--- src/core/sar_adc_control_pkg.sv ---
// shared constants and types for the converter control sequencer
package sar_adc_control_pkg;

   // register byte addresses on the avalon slave
   localparam logic [4:0] CONTROL_0_ADDR = 5'h00;
   localparam logic [4:0] CONTROL_1_ADDR = 5'h04;
   localparam logic [4:0] RESULT_HIGH_ADDR = 5'h08;
   localparam logic [4:0] RESULT_LOW_ADDR = 5'h0C;
   localparam logic [4:0] PIN_FUNCTION_ADDR = 5'h10;

   // converter_control_0 field positions
   localparam int CTRL0_START_BIT = 7;
   localparam int CTRL0_BUSY_BIT = 6;
   localparam int CTRL0_POWER_BIT = 5;
   localparam int CTRL0_ALIGN_BIT = 4;
   localparam int CTRL0_CHANNEL_LSB = 0;

   // converter_control_1 field positions
   localparam int CTRL1_SOURCE_LSB = 5;
   localparam int CTRL1_REF_LSB = 3;
   localparam int CTRL1_CLKDIV_LSB = 0;

   // reference select codes
   localparam logic [1:0] REF_SUPPLY = 2'h1;
   localparam logic [1:0] REF_AMPLIFIER = 2'h2;

   // input source select codes
   localparam logic [2:0] SOURCE_QUARTER_SUPPLY = 3'h4;
   localparam logic [2:0] SOURCE_GROUND_LOW = 3'h1;
   localparam logic [2:0] SOURCE_GROUND_HIGH = 3'h3;

   // highest implemented external channel code
   localparam logic [3:0] LAST_CHANNEL = 4'h3;

   // conversion phase lengths in conversion clock cycles
   localparam logic [3:0] SAMPLE_TICKS = 4'h4;
   localparam int RESULT_BITS = 10;

   // reset values
   localparam logic [7:0] CONTROL_RESET = 8'h00;

   // sequencer states, one-hot
   typedef enum logic [2:0] {
      ST_IDLE = 3'b001,
      ST_SAMPLE = 3'b010,
      ST_CONVERT = 3'b100
   } seq_state_type;

   // everything the analog macro needs from this block
   typedef struct packed {
      logic power;             // converter_power_enable
      logic [2:0] ref_onehot;  // {amplifier, supply, external pin}
      logic [5:0] input_onehot; // {quarter supply, ground, an3..an0}; zero = floating
      logic sampling;          // sample switch closed
      logic [RESULT_BITS-1:0] dac_code; // trial code for the comparator
   } analog_ctrl_type;

   // all state of the sequencer
   typedef struct packed {
      seq_state_type state;
      logic start_bit;
      logic power;
      logic align;
      logic [3:0] channel;
      logic [2:0] source;
      logic [1:0] ref_sel;
      logic [2:0] clk_sel;
      logic [4:0] pin_func;
      logic busy;
      logic [7:0] result_high;
      logic [7:0] result_low;
      logic [6:0] div_count;
      logic [3:0] phase_count;
      logic [RESULT_BITS-1:0] trial;
      logic [RESULT_BITS-1:0] bit_mask;
      logic cmp_meta;
      logic cmp_sync;
      logic bus_ack;
      logic [31:0] readdata;
      logic done_pulse;
   } core_state_type;

endpackage

--- src/core/sar_adc_control_sequencer.sv ---
// converter control sequencer: registers, input and reference routing, conversion sequence
//
// Behaviour
// - reference code 01 selects analog supply
// - reference code 10 selects amplifier output
// - codes 00 and 11 use external pin
// - analog pin loses its digital functions
// - pull-high removed on analog pins
// - direction setting ignored on analog pins
// - external source routes channels 0 to 3
// - channel codes 0100 up leave input floating
// - source codes 001 to 011 ground input
// - source code 100 converts supply over four
// - start written low-high-low begins conversion
// - busy set once conversion starts
// - busy cleared when conversion completes
// - completion raises converter interrupt request
// - conversion clock is power-of-two divided
// - power enable bit powers converter circuitry
// - four sampling then ten converting cycles
// - result aligned by alignment select, zeros elsewhere
// - result bytes kept while converter disabled
`timescale 1ns/100ps
`default_nettype none

module sar_adc_control_sequencer
   import sar_adc_control_pkg::*;
(
   input wire logic i_core_clk,                   // system clock, 25 MHz
   input wire logic i_reset,                      // asynchronous reset, active high
   input wire logic [4:0] i_avs_address,          // avalon byte address
   input wire logic i_avs_read,                   // avalon read request
   input wire logic i_avs_write,                  // avalon write request
   input wire logic [31:0] i_avs_writedata,       // avalon write data
   input wire logic [3:0] i_avs_byteenable,       // avalon byte enables
   output logic [31:0] o_avs_readdata,            // avalon read data, registered
   output logic o_avs_waitrequest,                // avalon wait request
   input wire logic i_comparator_high,            // analog comparator, input above trial code
   input wire logic [3:0] i_pin_pullup_request,   // pull-high enables from port logic
   input wire logic [3:0] i_pin_drive_request,    // output-direction enables from port logic
   output var analog_ctrl_type o_analog,          // controls toward the analog macro
   output logic [3:0] o_pin_digital_enable,       // digital path enable per analog pin
   output logic [3:0] o_pin_pullup_enable,        // pull-high enable per analog pin
   output logic [3:0] o_pin_drive_enable,         // output driver enable per analog pin
   output logic o_ref_pin_input_enable,           // reference pin wired to converter
   output logic o_conversion_busy_flag,           // conversion in progress
   output logic o_irq_request                     // one-cycle completion pulse to interrupt controller
);

   ////////////////////////////////////////////////////////////////////////////
   // state and decode signals
   // every flop lives in state_reg

   core_state_type state_reg;   // all registers of the block
   core_state_type state_next;  // next value of all registers
   logic [6:0] div_mask;        // divider mask for the chosen power of two
   logic conv_tick;             // one conversion clock period elapsed
   logic ctrl0_write;           // accepted write to control 0, low byte
   logic ctrl1_write;           // accepted write to control 1, low byte
   logic pin_write;             // accepted write to pin function
   logic start_trigger;         // start bit written back low after high
   logic [RESULT_BITS-1:0] decided; // trial code after this bit's decision
   logic [3:0] analog_pins;     // pins given to the converter
   logic external_source;       // source code routes an external channel
   logic [3:0] channel_onehot;  // pin channel switches

   ////////////////////////////////////////////////////////////////////////////
   // combinational decode that the next-state logic and outputs share

   // conversion clock divider: a tick every 2^clk_sel system clocks
   // a retune mid-run bends one period
   always_comb begin
      div_mask = 7'((8'h01 << state_reg.clk_sel) - 8'h01);
      conv_tick = (state_reg.div_count & div_mask) == div_mask;
   end

   // bus write decode; writes land only at the edge where waitrequest is low
   // lane 0 carries every register
   always_comb begin
      ctrl0_write = state_reg.bus_ack && i_avs_write && i_avs_byteenable[0]
                    && (i_avs_address == CONTROL_0_ADDR);
      ctrl1_write = state_reg.bus_ack && i_avs_write && i_avs_byteenable[0]
                    && (i_avs_address == CONTROL_1_ADDR);
      pin_write = state_reg.bus_ack && i_avs_write && i_avs_byteenable[0]
                  && (i_avs_address == PIN_FUNCTION_ADDR);
   end

   // start pulse: the falling write of a high start bit launches a conversion
   // power must ride in that write
   always_comb begin
      start_trigger = ctrl0_write && state_reg.start_bit
                      && !i_avs_writedata[CTRL0_START_BIT]
                      && i_avs_writedata[CTRL0_POWER_BIT];
   end

   // successive approximation decision for the bit under trial
   // comparator answer is two clocks old
   always_comb begin
      if (state_reg.cmp_sync) begin
         decided = state_reg.trial;
      end else begin
         decided = state_reg.trial & ~state_reg.bit_mask;
      end
   end

   ////////////////////////////////////////////////////////////////////////////
   // next-state logic for every register of the block

   always_comb begin
      state_next = state_reg;
      state_next.done_pulse = 1'b0;

      // comparator crosses from the analog domain: two flops before use
      state_next.cmp_meta = i_comparator_high;
      state_next.cmp_sync = state_reg.cmp_meta;

      // free-running divider, realigned at each start
      state_next.div_count = state_reg.div_count + 7'h01;

      // avalon: one wait cycle, read data captured during it
      // bus_ack is also the write strobe
      state_next.bus_ack = (i_avs_read || i_avs_write) && !state_reg.bus_ack;
      if (i_avs_read && !state_reg.bus_ack) begin
         case (i_avs_address)
            CONTROL_0_ADDR: begin
               state_next.readdata = {24'h00_0000, state_reg.start_bit, state_reg.busy,
                                      state_reg.power, state_reg.align, state_reg.channel};
            end
            CONTROL_1_ADDR: begin
               state_next.readdata = {24'h00_0000, state_reg.source, state_reg.ref_sel,
                                      state_reg.clk_sel};
            end
            RESULT_HIGH_ADDR: begin
               state_next.readdata = {24'h00_0000, state_reg.result_high};
            end
            RESULT_LOW_ADDR: begin
               state_next.readdata = {24'h00_0000, state_reg.result_low};
            end
            PIN_FUNCTION_ADDR: begin
               state_next.readdata = {27'h000_0000, state_reg.pin_func};
            end
            default: begin
               // unmapped addresses read as zero
               state_next.readdata = 32'h0000_0000;
            end
         endcase
      end

      // control 0 fields; busy is read-only and never written here
      // kept so the next write sees it fall
      if (ctrl0_write) begin
         state_next.start_bit = i_avs_writedata[CTRL0_START_BIT];
         state_next.power = i_avs_writedata[CTRL0_POWER_BIT];
         state_next.align = i_avs_writedata[CTRL0_ALIGN_BIT];
         state_next.channel = i_avs_writedata[CTRL0_CHANNEL_LSB +: 4];
      end

      // control 1 fields
      // no lock against writes while busy
      if (ctrl1_write) begin
         state_next.source = i_avs_writedata[CTRL1_SOURCE_LSB +: 3];
         state_next.ref_sel = i_avs_writedata[CTRL1_REF_LSB +: 2];
         state_next.clk_sel = i_avs_writedata[CTRL1_CLKDIV_LSB +: 3];
      end

      // pin function: bits 3:0 analog inputs, bit 4 reference pin
      // not checked against the reference
      if (pin_write) begin
         state_next.pin_func = i_avs_writedata[4:0];
      end

      // conversion sequencer
      // aborts below override the case
      case (state_reg.state)
         ST_IDLE: begin
            if (start_trigger) begin
               // first tick a period on
               state_next.state = ST_SAMPLE;
               state_next.busy = 1'b1;
               state_next.div_count = 7'h00;
               state_next.phase_count = 4'h0;
            end
         end
         ST_SAMPLE: begin
            // sampling phase, four conversion clocks
            if (conv_tick) begin
               state_next.phase_count = state_reg.phase_count + 4'h1;
               if (state_reg.phase_count == SAMPLE_TICKS - 4'h1) begin
                  state_next.state = ST_CONVERT;
                  state_next.trial = {1'b1, {(RESULT_BITS-1){1'b0}}};
                  state_next.bit_mask = {1'b1, {(RESULT_BITS-1){1'b0}}};
               end
            end
         end
         ST_CONVERT: begin
            // one bit decided per conversion clock, ten in all
            // last decision lands as busy clears
            if (conv_tick) begin
               if (state_reg.bit_mask[0]) begin
                  state_next.state = ST_IDLE;
                  state_next.busy = 1'b0;
                  state_next.done_pulse = 1'b1;
                  // both bytes written with the busy clear, never half a result
                  if (state_reg.align) begin
                     state_next.result_high = {6'h00, decided[9:8]};
                     state_next.result_low = decided[7:0];
                  end else begin
                     state_next.result_high = decided[9:2];
                     state_next.result_low = {decided[1:0], 6'h00};
                  end
               end else begin
                  state_next.trial = decided | (state_reg.bit_mask >> 1);
                  state_next.bit_mask = state_reg.bit_mask >> 1;
               end
            end
         end
         default: begin
            state_next.state = ST_IDLE;
            state_next.busy = 1'b0;
         end
      endcase

      // raising start, or removing power, abandons a conversion in flight;
      // the result bytes keep their old value, even when a conversion finishes in that same cycle
      if ((ctrl0_write && i_avs_writedata[CTRL0_START_BIT]) || !state_next.power) begin
         state_next.state = ST_IDLE;
         state_next.busy = 1'b0;
         state_next.done_pulse = 1'b0;
         state_next.result_high = state_reg.result_high;
         state_next.result_low = state_reg.result_low;
      end
   end

   ////////////////////////////////////////////////////////////////////////////
   // the one register stage of the block
   // constants only in reset

   always_ff @(posedge i_core_clk or posedge i_reset) begin
      if (i_reset) begin
         state_reg.state <= ST_IDLE;
         state_reg.start_bit <= 1'b0;
         state_reg.power <= 1'b0;
         state_reg.align <= 1'b0;
         state_reg.channel <= CONTROL_RESET[3:0];
         state_reg.source <= CONTROL_RESET[2:0];
         state_reg.ref_sel <= CONTROL_RESET[1:0];
         state_reg.clk_sel <= CONTROL_RESET[2:0];
         state_reg.pin_func <= CONTROL_RESET[4:0];
         state_reg.busy <= 1'b0;
         state_reg.result_high <= CONTROL_RESET;
         state_reg.result_low <= CONTROL_RESET;
         state_reg.div_count <= 7'h00;
         state_reg.phase_count <= 4'h0;
         state_reg.trial <= 10'h000;
         state_reg.bit_mask <= 10'h000;
         state_reg.cmp_meta <= 1'b0;
         state_reg.cmp_sync <= 1'b0;
         state_reg.bus_ack <= 1'b0;
         state_reg.readdata <= 32'h0000_0000;
         state_reg.done_pulse <= 1'b0;
      end else begin
         state_reg <= state_next;
      end
   end

   ////////////////////////////////////////////////////////////////////////////
   // input and reference routing toward the analog macro

   // external channel routing for the source codes that pick a pin
   // other codes open every pin
   always_comb begin
      external_source = (state_reg.source != SOURCE_QUARTER_SUPPLY)
                        && !((state_reg.source >= SOURCE_GROUND_LOW)
                             && (state_reg.source <= SOURCE_GROUND_HIGH));
   end

   // per-channel switch: closed only for an implemented channel code
   // codes 0100 up float the input
   genvar ch;
   generate
      for (ch = 0; ch < 4; ch++) begin : g_channel
         assign channel_onehot[ch] = external_source && (state_reg.channel == 4'(ch));
      end
   endgenerate

   // every field of the bundle from one process
   always_comb begin
      o_analog.input_onehot[3:0] = channel_onehot;
      o_analog.input_onehot[4] = (state_reg.source >= SOURCE_GROUND_LOW)
                                 && (state_reg.source <= SOURCE_GROUND_HIGH);
      o_analog.input_onehot[5] = state_reg.source == SOURCE_QUARTER_SUPPLY;
      o_analog.power = state_reg.power;
      o_analog.sampling = state_reg.state == ST_SAMPLE;
      o_analog.dac_code = state_reg.trial;

      // reference selection; codes 00 and 11 fall through to the pin
      case (state_reg.ref_sel)
         REF_SUPPLY: begin
            o_analog.ref_onehot = 3'b010;
         end
         REF_AMPLIFIER: begin
            o_analog.ref_onehot = 3'b100;
         end
         default: begin
            o_analog.ref_onehot = 3'b001;
         end
      endcase
   end

   ////////////////////////////////////////////////////////////////////////////
   // pin overrides: an analog pin gives up every digital function
   // requests on analog pins are dropped

   always_comb begin
      analog_pins = state_reg.pin_func[3:0];
      o_pin_digital_enable = ~analog_pins;
      o_pin_pullup_enable = i_pin_pullup_request & ~analog_pins;
      o_pin_drive_enable = i_pin_drive_request & ~analog_pins;
      // shorting the pin to an internal reference is the software's to avoid
      o_ref_pin_input_enable = state_reg.pin_func[4];
   end

   ////////////////////////////////////////////////////////////////////////////
   // bus and status outputs
   // waitrequest is combinational

   always_comb begin
      o_avs_waitrequest = (i_avs_read || i_avs_write) && !state_reg.bus_ack;
      o_avs_readdata = state_reg.readdata;
      o_conversion_busy_flag = state_reg.busy;
      o_irq_request = state_reg.done_pulse;
   end

endmodule

`default_nettype wire

--- config.mk ---
export PLATFORM = sky130hd
export DESIGN_NAME = sar_adc_control_sequencer
export DESIGN_NICKNAME = d
export VERILOG_FILES = /design/src/core/sar_adc_control_pkg.sv /design/src/core/sar_adc_control_sequencer.sv
export SDC_FILE = /design/constraint.sdc
export NUM_CORES = 1
export LEC_CHECK = 0
export BUFFER_PORTS_ARGS = -buffer_cell sky130_fd_sc_hd__buf_2
export CAP_MARGIN = 20
export CORE_AREA = 2 2 101 103
export CTS_CLUSTER_DIAMETER = 60
export DETAILED_ROUTE_END_ITERATION = 8
export DIE_AREA = 0 0 103 105
export GPL_TIMING_DRIVEN = 1
export MAX_ROUTING_LAYER = met4
export PLACE_DENSITY_LB_ADDON = 0.3
export SYNTH_ARGS = -nofsm -noshare
export SYNTH_HDL_FRONTEND = slang
export SYNTH_SLANG_ARGS = --single-unit
--- constraint.sdc ---
create_clock -name i_core_clk -period 7.6 [get_ports i_core_clk]
set_input_delay 1.52 -clock i_core_clk [delete_from_list [all_inputs] [get_ports i_core_clk]]
set_output_delay 1.52 -clock i_core_clk [all_outputs]
set_load 0.02 [all_outputs]
==> results.md, run 1 <==
- Hold_sp: state_next[34]
- Clk root buf: clkbuf_8
- Die Width: 103 um
- Routability cong.: 0.811
- Hold path endpoint: state_reg[34]
- Fin nets: 518
- Cells on worst reg2reg path: 6
- First-pass GRT wire length: 14.4 mm
- Starting Density: 0.447
- Clk sinks: 83
- Final Setup Violations: 0
- Critical-path top delay cell: or3_4
- Post-CTS sizing: 0
- All-layer global routing usage: 0.176
- Max FO, Critical Path: 17
- Gr ovfl total: 0
- Crit. End Element: flop
- Slowest Stage Delay on Critical Path: 460 ps
- Die height: 105 um
- Syn avg cell area: 10.7 sq um
- Setup crit start kind: input pin
- Most used DFF post-synth: dfrtp_1
- Area contributors post-synth: dfrtp_1 (48%), buf_4 (7.5%), mux2_2 (5.2%)
- Wirelength, routed: 8.87 mm
- Largest net degree at the start of global routing: 84
- Share of cells above drive strength 1: 0.287
- RSZ-0062 raised after global routing: no
- Number of global-route vias before repair: 2742
- Power per cell area: 198 mW/mm^2
- Fmax: 0.277 GHz
- Syn Std Cell Area: 0.00431 sq mm
- Clk slew on worst S/H paths: 80 ps
- Syn. warnings: 0
- Row count: 36
- Crit-path leading delay family: simple AND/OR/NAND/NOR gates
- # Post-CTS Setup Buffers: 0
- Outcome: finished clean
- Vias per inst: 5.10
- Sequential element share of the synthesized area: 0.482
- Seq cells post-synth: 83
- Critical path, cell by cell: buf_2, or3_4, nor3_4, mux2i_1, nor4_4, buf_4, mux2_2
- Crit path DAT: 3840 ps
- DR pass1 iterations: 5
- Hold Vio Cnt, Final: 0
- Launching point of the worst reg2reg path: state_reg[33]
- Maximum vdd ir drop: 0.137 mV
- Worst Hold Depth: 0
- Largest area contributor in the netlist: dfrtp_1
- Max reg flops: 56
- Starting DRC count in detailed routing: 115
- HP Class: flop to flop
- Synthesized instance count: 402
- Post-route ant nets: 0
- Die Footprint: 0.0108 sq mm
- I/O Buffers: 71
- Minimum clock period: 3610 ps
- IO Pins: 123
- Fillers: 882
- CTS tree: done
- Data required time of the critical path: 7830 ps
- Hpwl dp: 6.48 mm
- Final Skew: 11.8 ps
- Hold buffers post-CTS: 0
- Reg2Reg Setup Slack: 5200 ps
- Total number of vias: 3045
- Worst Path Buf+Inv: 2
- Area growth syn-to-layout: 12.2%
- H-tree Lvls: 3
- Sum Neg Setup Slack: 0 ps
- Rel. slew slack: 0.388
- WS Path Type: input pin to flop
- Residual DRC: 0
- Core ar.: 0.00964 sq mm
- Num CTS Buffers: 9
- Initial antenna violation count: 0
- Wire per inst: 14.9 um
- Max-cap violations: 0
- Worst-case clock buffer depth: 2
- Fin crit share: 0.475
- Library cells used by synthesis: 50
- Max-slew violations: 0
- P_leak: 2.37 nW
- Worst-Skew Late Latency: 350 ps
- Power after layout: 0.957 mW
- Post-synth top area share: 0.476
- Worst slew pin tran: 910 ps
- Minimum hold slack: 352 ps
- EDFF count, synth: 0
- # diodes: 0
- Reg2reg end: state_reg[76]
- Ys async rst share: 1.00
worst max-delay path by stage:
stage                                 from             end  slack [ps]  cells after the start
after global placement    i_avs_address[3]   state_reg[78]        3610                      7
after global routing      i_avs_address[3]   state_reg[75]        3850                      7
after CTS                 i_avs_address[3]   state_reg[81]        3970                      7
after detailed placement  i_avs_address[3]   state_reg[78]        3590                      7
final                     i_avs_address[3]   state_reg[76]        3990                      7
after floorplan                    i_reset  analog_pins[0]        3940                      1
metrics by stage:
stage	instance area [sq um]	setup WS, ps	instances	util
floorplan	4390	3940	425	-
global placement	4590	3610	580	0.476
detailed placement	4590	3590	580	0.476
CTS	4800	3970	595	0.498
global route	4830	3850	597	0.501
finish	4830	3990	597	0.501
final cells by class:
class	instances	area, sq um	share of cell area
Sequential cell	83	2080	0.430
Multi-Input combinational cell	266	1870	0.388
Timing Repair Buffer	77	420	0.0870
Tap cell	133	166	0.0344
Clock buffer	10	128	0.0264
Inverter	23	87.6	0.0181
Clock inverter	5	78.8	0.0163
cells in the mapped netlist (2+ instances only):
cell type  count
dfrtp_1       82
a22oi_1        5
clkbuf_1       7
xor2_1         5
buf_4         43
xnor2_1        3
a21oi_1        5
nand3_1        6
or2_2          3
o2bb2ai_1      7
or3_1          2
buf_1          2
nor3b_1        3
and2_1         3
a21boi_0       7
inv_1         23
a31oi_1        2
a22o_1        14
mux2_4         3
nor4_1         3
and3_1         3
a21o_1         3
mux2_2        20
mux2i_1        8
nor2b_1       14
o21ai_0       20
ha_1           4
nor3_1         5
nor2_1        29
nand2_1       34
mux4_2         8
nand2b_1       8
worst reg2reg max path: stages (launching register included):
cell      delay (ps)
dfrtp_1          360
nand4b_1         190
nor3_4           530
mux2i_1          320
nor4_4           200
buf_4            310
mux2_2           370
per-layer routing:
layer	wire length [um]	GRT usage
met4	132	0.0404
met2	4040	0.256
met3	519	0.0462
met5	0	-
met1	4180	0.249
kinds of logic (layout without fill, tap and decap cells):
kind of cell	Yosys count	in the layout	synth area share
AND/OR/NAND/NOR	119	119	0.142
flip-flops	83	83	0.482
buffers and inverters	76	115	0.105
AO/OA/AOI/OAI	72	72	0.118
multiplexers	39	39	0.123
XOR/XNOR	8	8	0.0163
adder cells (fa/ha/maj)	4	4	0.0116
other	1	24	0.000870
cells in the final DEF, fill, tap and decap left out, types with 2 or more instances in the layout:
master,n
a21boi_0,7
a21o_1,3
a21oi_1,5
a22o_1,14
a22oi_1,5
a31oi_1,2
and2_1,3
and3_1,3
buf_2,71
buf_4,5
bufinv_16,2
clkbuf_8,9
clkinv_2,3
conb_1,24
dfrtp_1,82
ha_1,4
inv_1,22
mux2_2,20
mux2_4,3
mux2i_1,8
mux4_2,8
nand2_1,34
nand2b_1,8
nand3_1,6
nor2_1,29
nor2b_1,14
nor3_1,5
nor3b_1,3
nor4_1,2
o21ai_0,20
o2bb2ai_1,7
or2_2,3
or3_1,2
xnor2_1,3
xor2_1,5
power by group:
part / switching [mW] / internal, mW
clock: 0.156 / 0.183
combinational: 0.0829 / 0.0481
sequential: 0.0245 / 0.463
Note: power is estimated with default switching activity, not from simulation.
==> run 2, diff against run 1 <==
==> constraint.sdc (replaced) <==
create_clock -name i_core_clk -period 2.9 [get_ports i_core_clk]
set_input_delay 0.58 -clock i_core_clk [delete_from_list [all_inputs] [get_ports i_core_clk]]
set_output_delay 0.58 -clock i_core_clk [all_outputs]
set_load 0.02 [all_outputs]
==> results.md, run 2 (synthesis gave the netlist of run 1 again) <==
- Outcome: finished clean (unchanged)
- Switching power: 0.740 mW (was 0.264 mW)
- Post-route design area: 0.00483 sq mm (about the same)
- Post-CTS sizing: 0 (unchanged)
- Gr ovfl total: 0 (unchanged)
- Minimum clock period: 2410 ps
- Final Skew: 11.9 ps (was 11.8 ps)
- Rel. slew slack: 0.585 (was 0.388)
- IO Pins: 123 (unchanged)
- Switching share of power: 0.308 (was 0.275)
- Setup crit start kind: flop (was input pin)
- Max reg flops: 56 (unchanged)
- Fin nets: 523 (was 518)
- Routability cong.: 0.825 (was 0.811)
- Most frequent cells in the layout: dfrtp_1 (82), buf_2 (71), nand2_1 (34), nor2_1 (29), conb_1 (24) (unchanged)
- Core ar.: 0.00964 sq mm (unchanged)
- Wire per inst: 14.9 um (about the same)
- Sum Neg Setup Slack: 0 ps (unchanged)
- Max-slew violations: 0 (unchanged)
- Vias per inst: 5.07 (was 5.10)
- Die height: 105 um (unchanged)
- Final Setup Violations: 0 (unchanged)
- WS Path Type: flop to primary output (was input pin to flop)
- Placed Area: 0.00465 sq mm (was 0.00459 sq mm)
- Num CTS Buffers: 9 (unchanged)
- H-tree Lvls: 3 (unchanged)
- Crit path DAT: 1830 ps (was 3840 ps)
- Die Width: 103 um (unchanged)
- Total number of vias: 3056 (was 3045)
- Worst-Skew Late Latency: 360 ps (was 350 ps)
- Largest net degree at the start of global routing: 44 (was 84)
- Row count: 36 (unchanged)
- Internal Power: 1.66 mW (was 0.694 mW)
- Initial antenna violation count: 0 (unchanged)
- Hpwl dp: 6.62 mm (was 6.48 mm)
- Most common cell after layout, fill and taps aside: dfrtp_1 (unchanged)
- Power per cell area: 497 mW/mm^2 (was 198 mW/mm^2)
- Worst slew pin tran: 621 ps (was 910 ps)
- I/O Buffers: 71 (unchanged)
- Max-cap violations: 0 (unchanged)
- Wirelength, routed: 8.99 mm (was 8.87 mm)
- Clock Power Share: 0.326 (was 0.354)
- Data required time of the critical path: 2320 ps (was 7830 ps)
- Number of global-route vias before repair: 2850 (was 2742)
- Share of cells above drive strength 1: 0.296 (was 0.287)
- Die Footprint: 0.0108 sq mm (unchanged)
- Multi-input logic area: 0.00187 sq mm (about the same)
- All-layer global routing usage: 0.173 (was 0.176)
- Hold buffers post-CTS: 0 (unchanged)
- P_leak: 2.37 nW (about the same)
- Starting Density: 0.447 (unchanged)
- Fillers: 910 (was 882)
- Maximum vdd ir drop: 0.335 mV (was 0.137 mV)
- First-pass GRT wire length: 14.1 mm (was 14.4 mm)
- Fin crit share: 0.832
- # diodes: 0 (unchanged)
- Area growth syn-to-layout: 12.2% (about the same)
- HP Class: input pin to flop (was flop to flop)
- Sequential power share: 0.532 (was 0.509)
- DR pass1 iterations: 5 (unchanged)
- Residual DRC: 0 (unchanged)
- RSZ-0062 raised after global routing: no (unchanged)
- Power after layout: 2.40 mW (was 0.957 mW)
- Crit. End Element: primary output (was flop)
- Clk root buf: clkbuf_8 (unchanged)
- Starting DRC count in detailed routing: 99 (was 115)
- Worst-case clock buffer depth: 2 (unchanged)
- Fmax: 0.414 GHz
- CTS tree: done (unchanged)
- Clk sinks: 83 (unchanged)
- Post-route ant nets: 0 (unchanged)
- Clk slew on worst S/H paths: 90 ps (was 80 ps)
- Comb pwr share: 0.143 (was 0.137)
- # Post-CTS Setup Buffers: 0 (unchanged)
- Max FO, Critical Path: 4 (was 17)
- Hold Vio Cnt, Final: 0 (unchanged)
- Sequential cell area: 0.00208 sq mm (unchanged)
==> run 2: changes by cell type in the layout (fill, tap and decap cells not counted), moves of 2 or more <==
cell,previous run,this run
buf_4,5,10
bufinv_16,2,0
clkinvlp_4,0,2
inv_6,0,3
==> run 2: stage by stage <==
| stage | worst slack (ps) | utilization | instances | hold slack [ps] |
|---|---|---|---|---|
| floorplan | 185 | - | 425 | 331 |
| global placement | 398 | 0.482 | 587 | 335 |
| detailed placement | 403 | 0.482 | 587 | 335 |
| CTS | 459 | 0.501 | 603 | 317 |
| global route | 300 | 0.501 | 603 | 327 |
| finish | 487 | 0.501 | 603 | 331 |
==> run 2: power by group through the flow <==
stage | registers (mW) | clock network [mW] | logic, mW
floorplan | 1.28 | 0 | 0.281
global placement | 1.30 | 0 | 0.339
detailed placement | 1.30 | 0 | 0.345
CTS | 1.28 | 0.804 | 0.346
global route | 1.28 | 0.854 | 0.382
finish | 1.28 | 0.782 | 0.343
==> run 2: per-layer routing <==
metal | wire [um] | global-route usage | vias up
met5 | 0 | - | -
met4 | 163 | 0.0658 | 0
met3 | 466 | 0.0261 | 12
met2 | 4110 | 0.257 | 102
met1 | 4240 | 0.241 | 1485
li1 | - | - | 1457
==> run 2: path summary, 6_finish.rpt <==
path	start	endpoint	slack, ps	cells after the start
setup reg to reg	state_reg[90]	state_reg[75]	640	6
hold / removal	i_comparator_high	state_next[34]	330	1
hold reg to reg	state_next[34]	state_reg[34]	350	0
setup / recovery	state_reg[95]	o_analog[11]	490	5
min in group asynchronous	i_reset	state_next[34]	340	3
max in group asynchronous	i_reset	o_avs_readdata[6]	2160	3
==> run 2: worst max-delay path, cell delays in order, from the launching register on <==
cell	delay, ps
dfrtp_1	400
nor2_1	210
xnor2_1	120
nor3_1	330
nor3b_1	230
buf_2	190
==> run 2: layout make-up <==
type                    instances  share of cell area
clock inverters                 7              0.0119
repair buffers                 82              0.0932
inverters                      23              0.0181
well taps                     133              0.0344
multi-input cells             266               0.387
flip-flops and latches         83               0.430
clock buffers                   9              0.0256
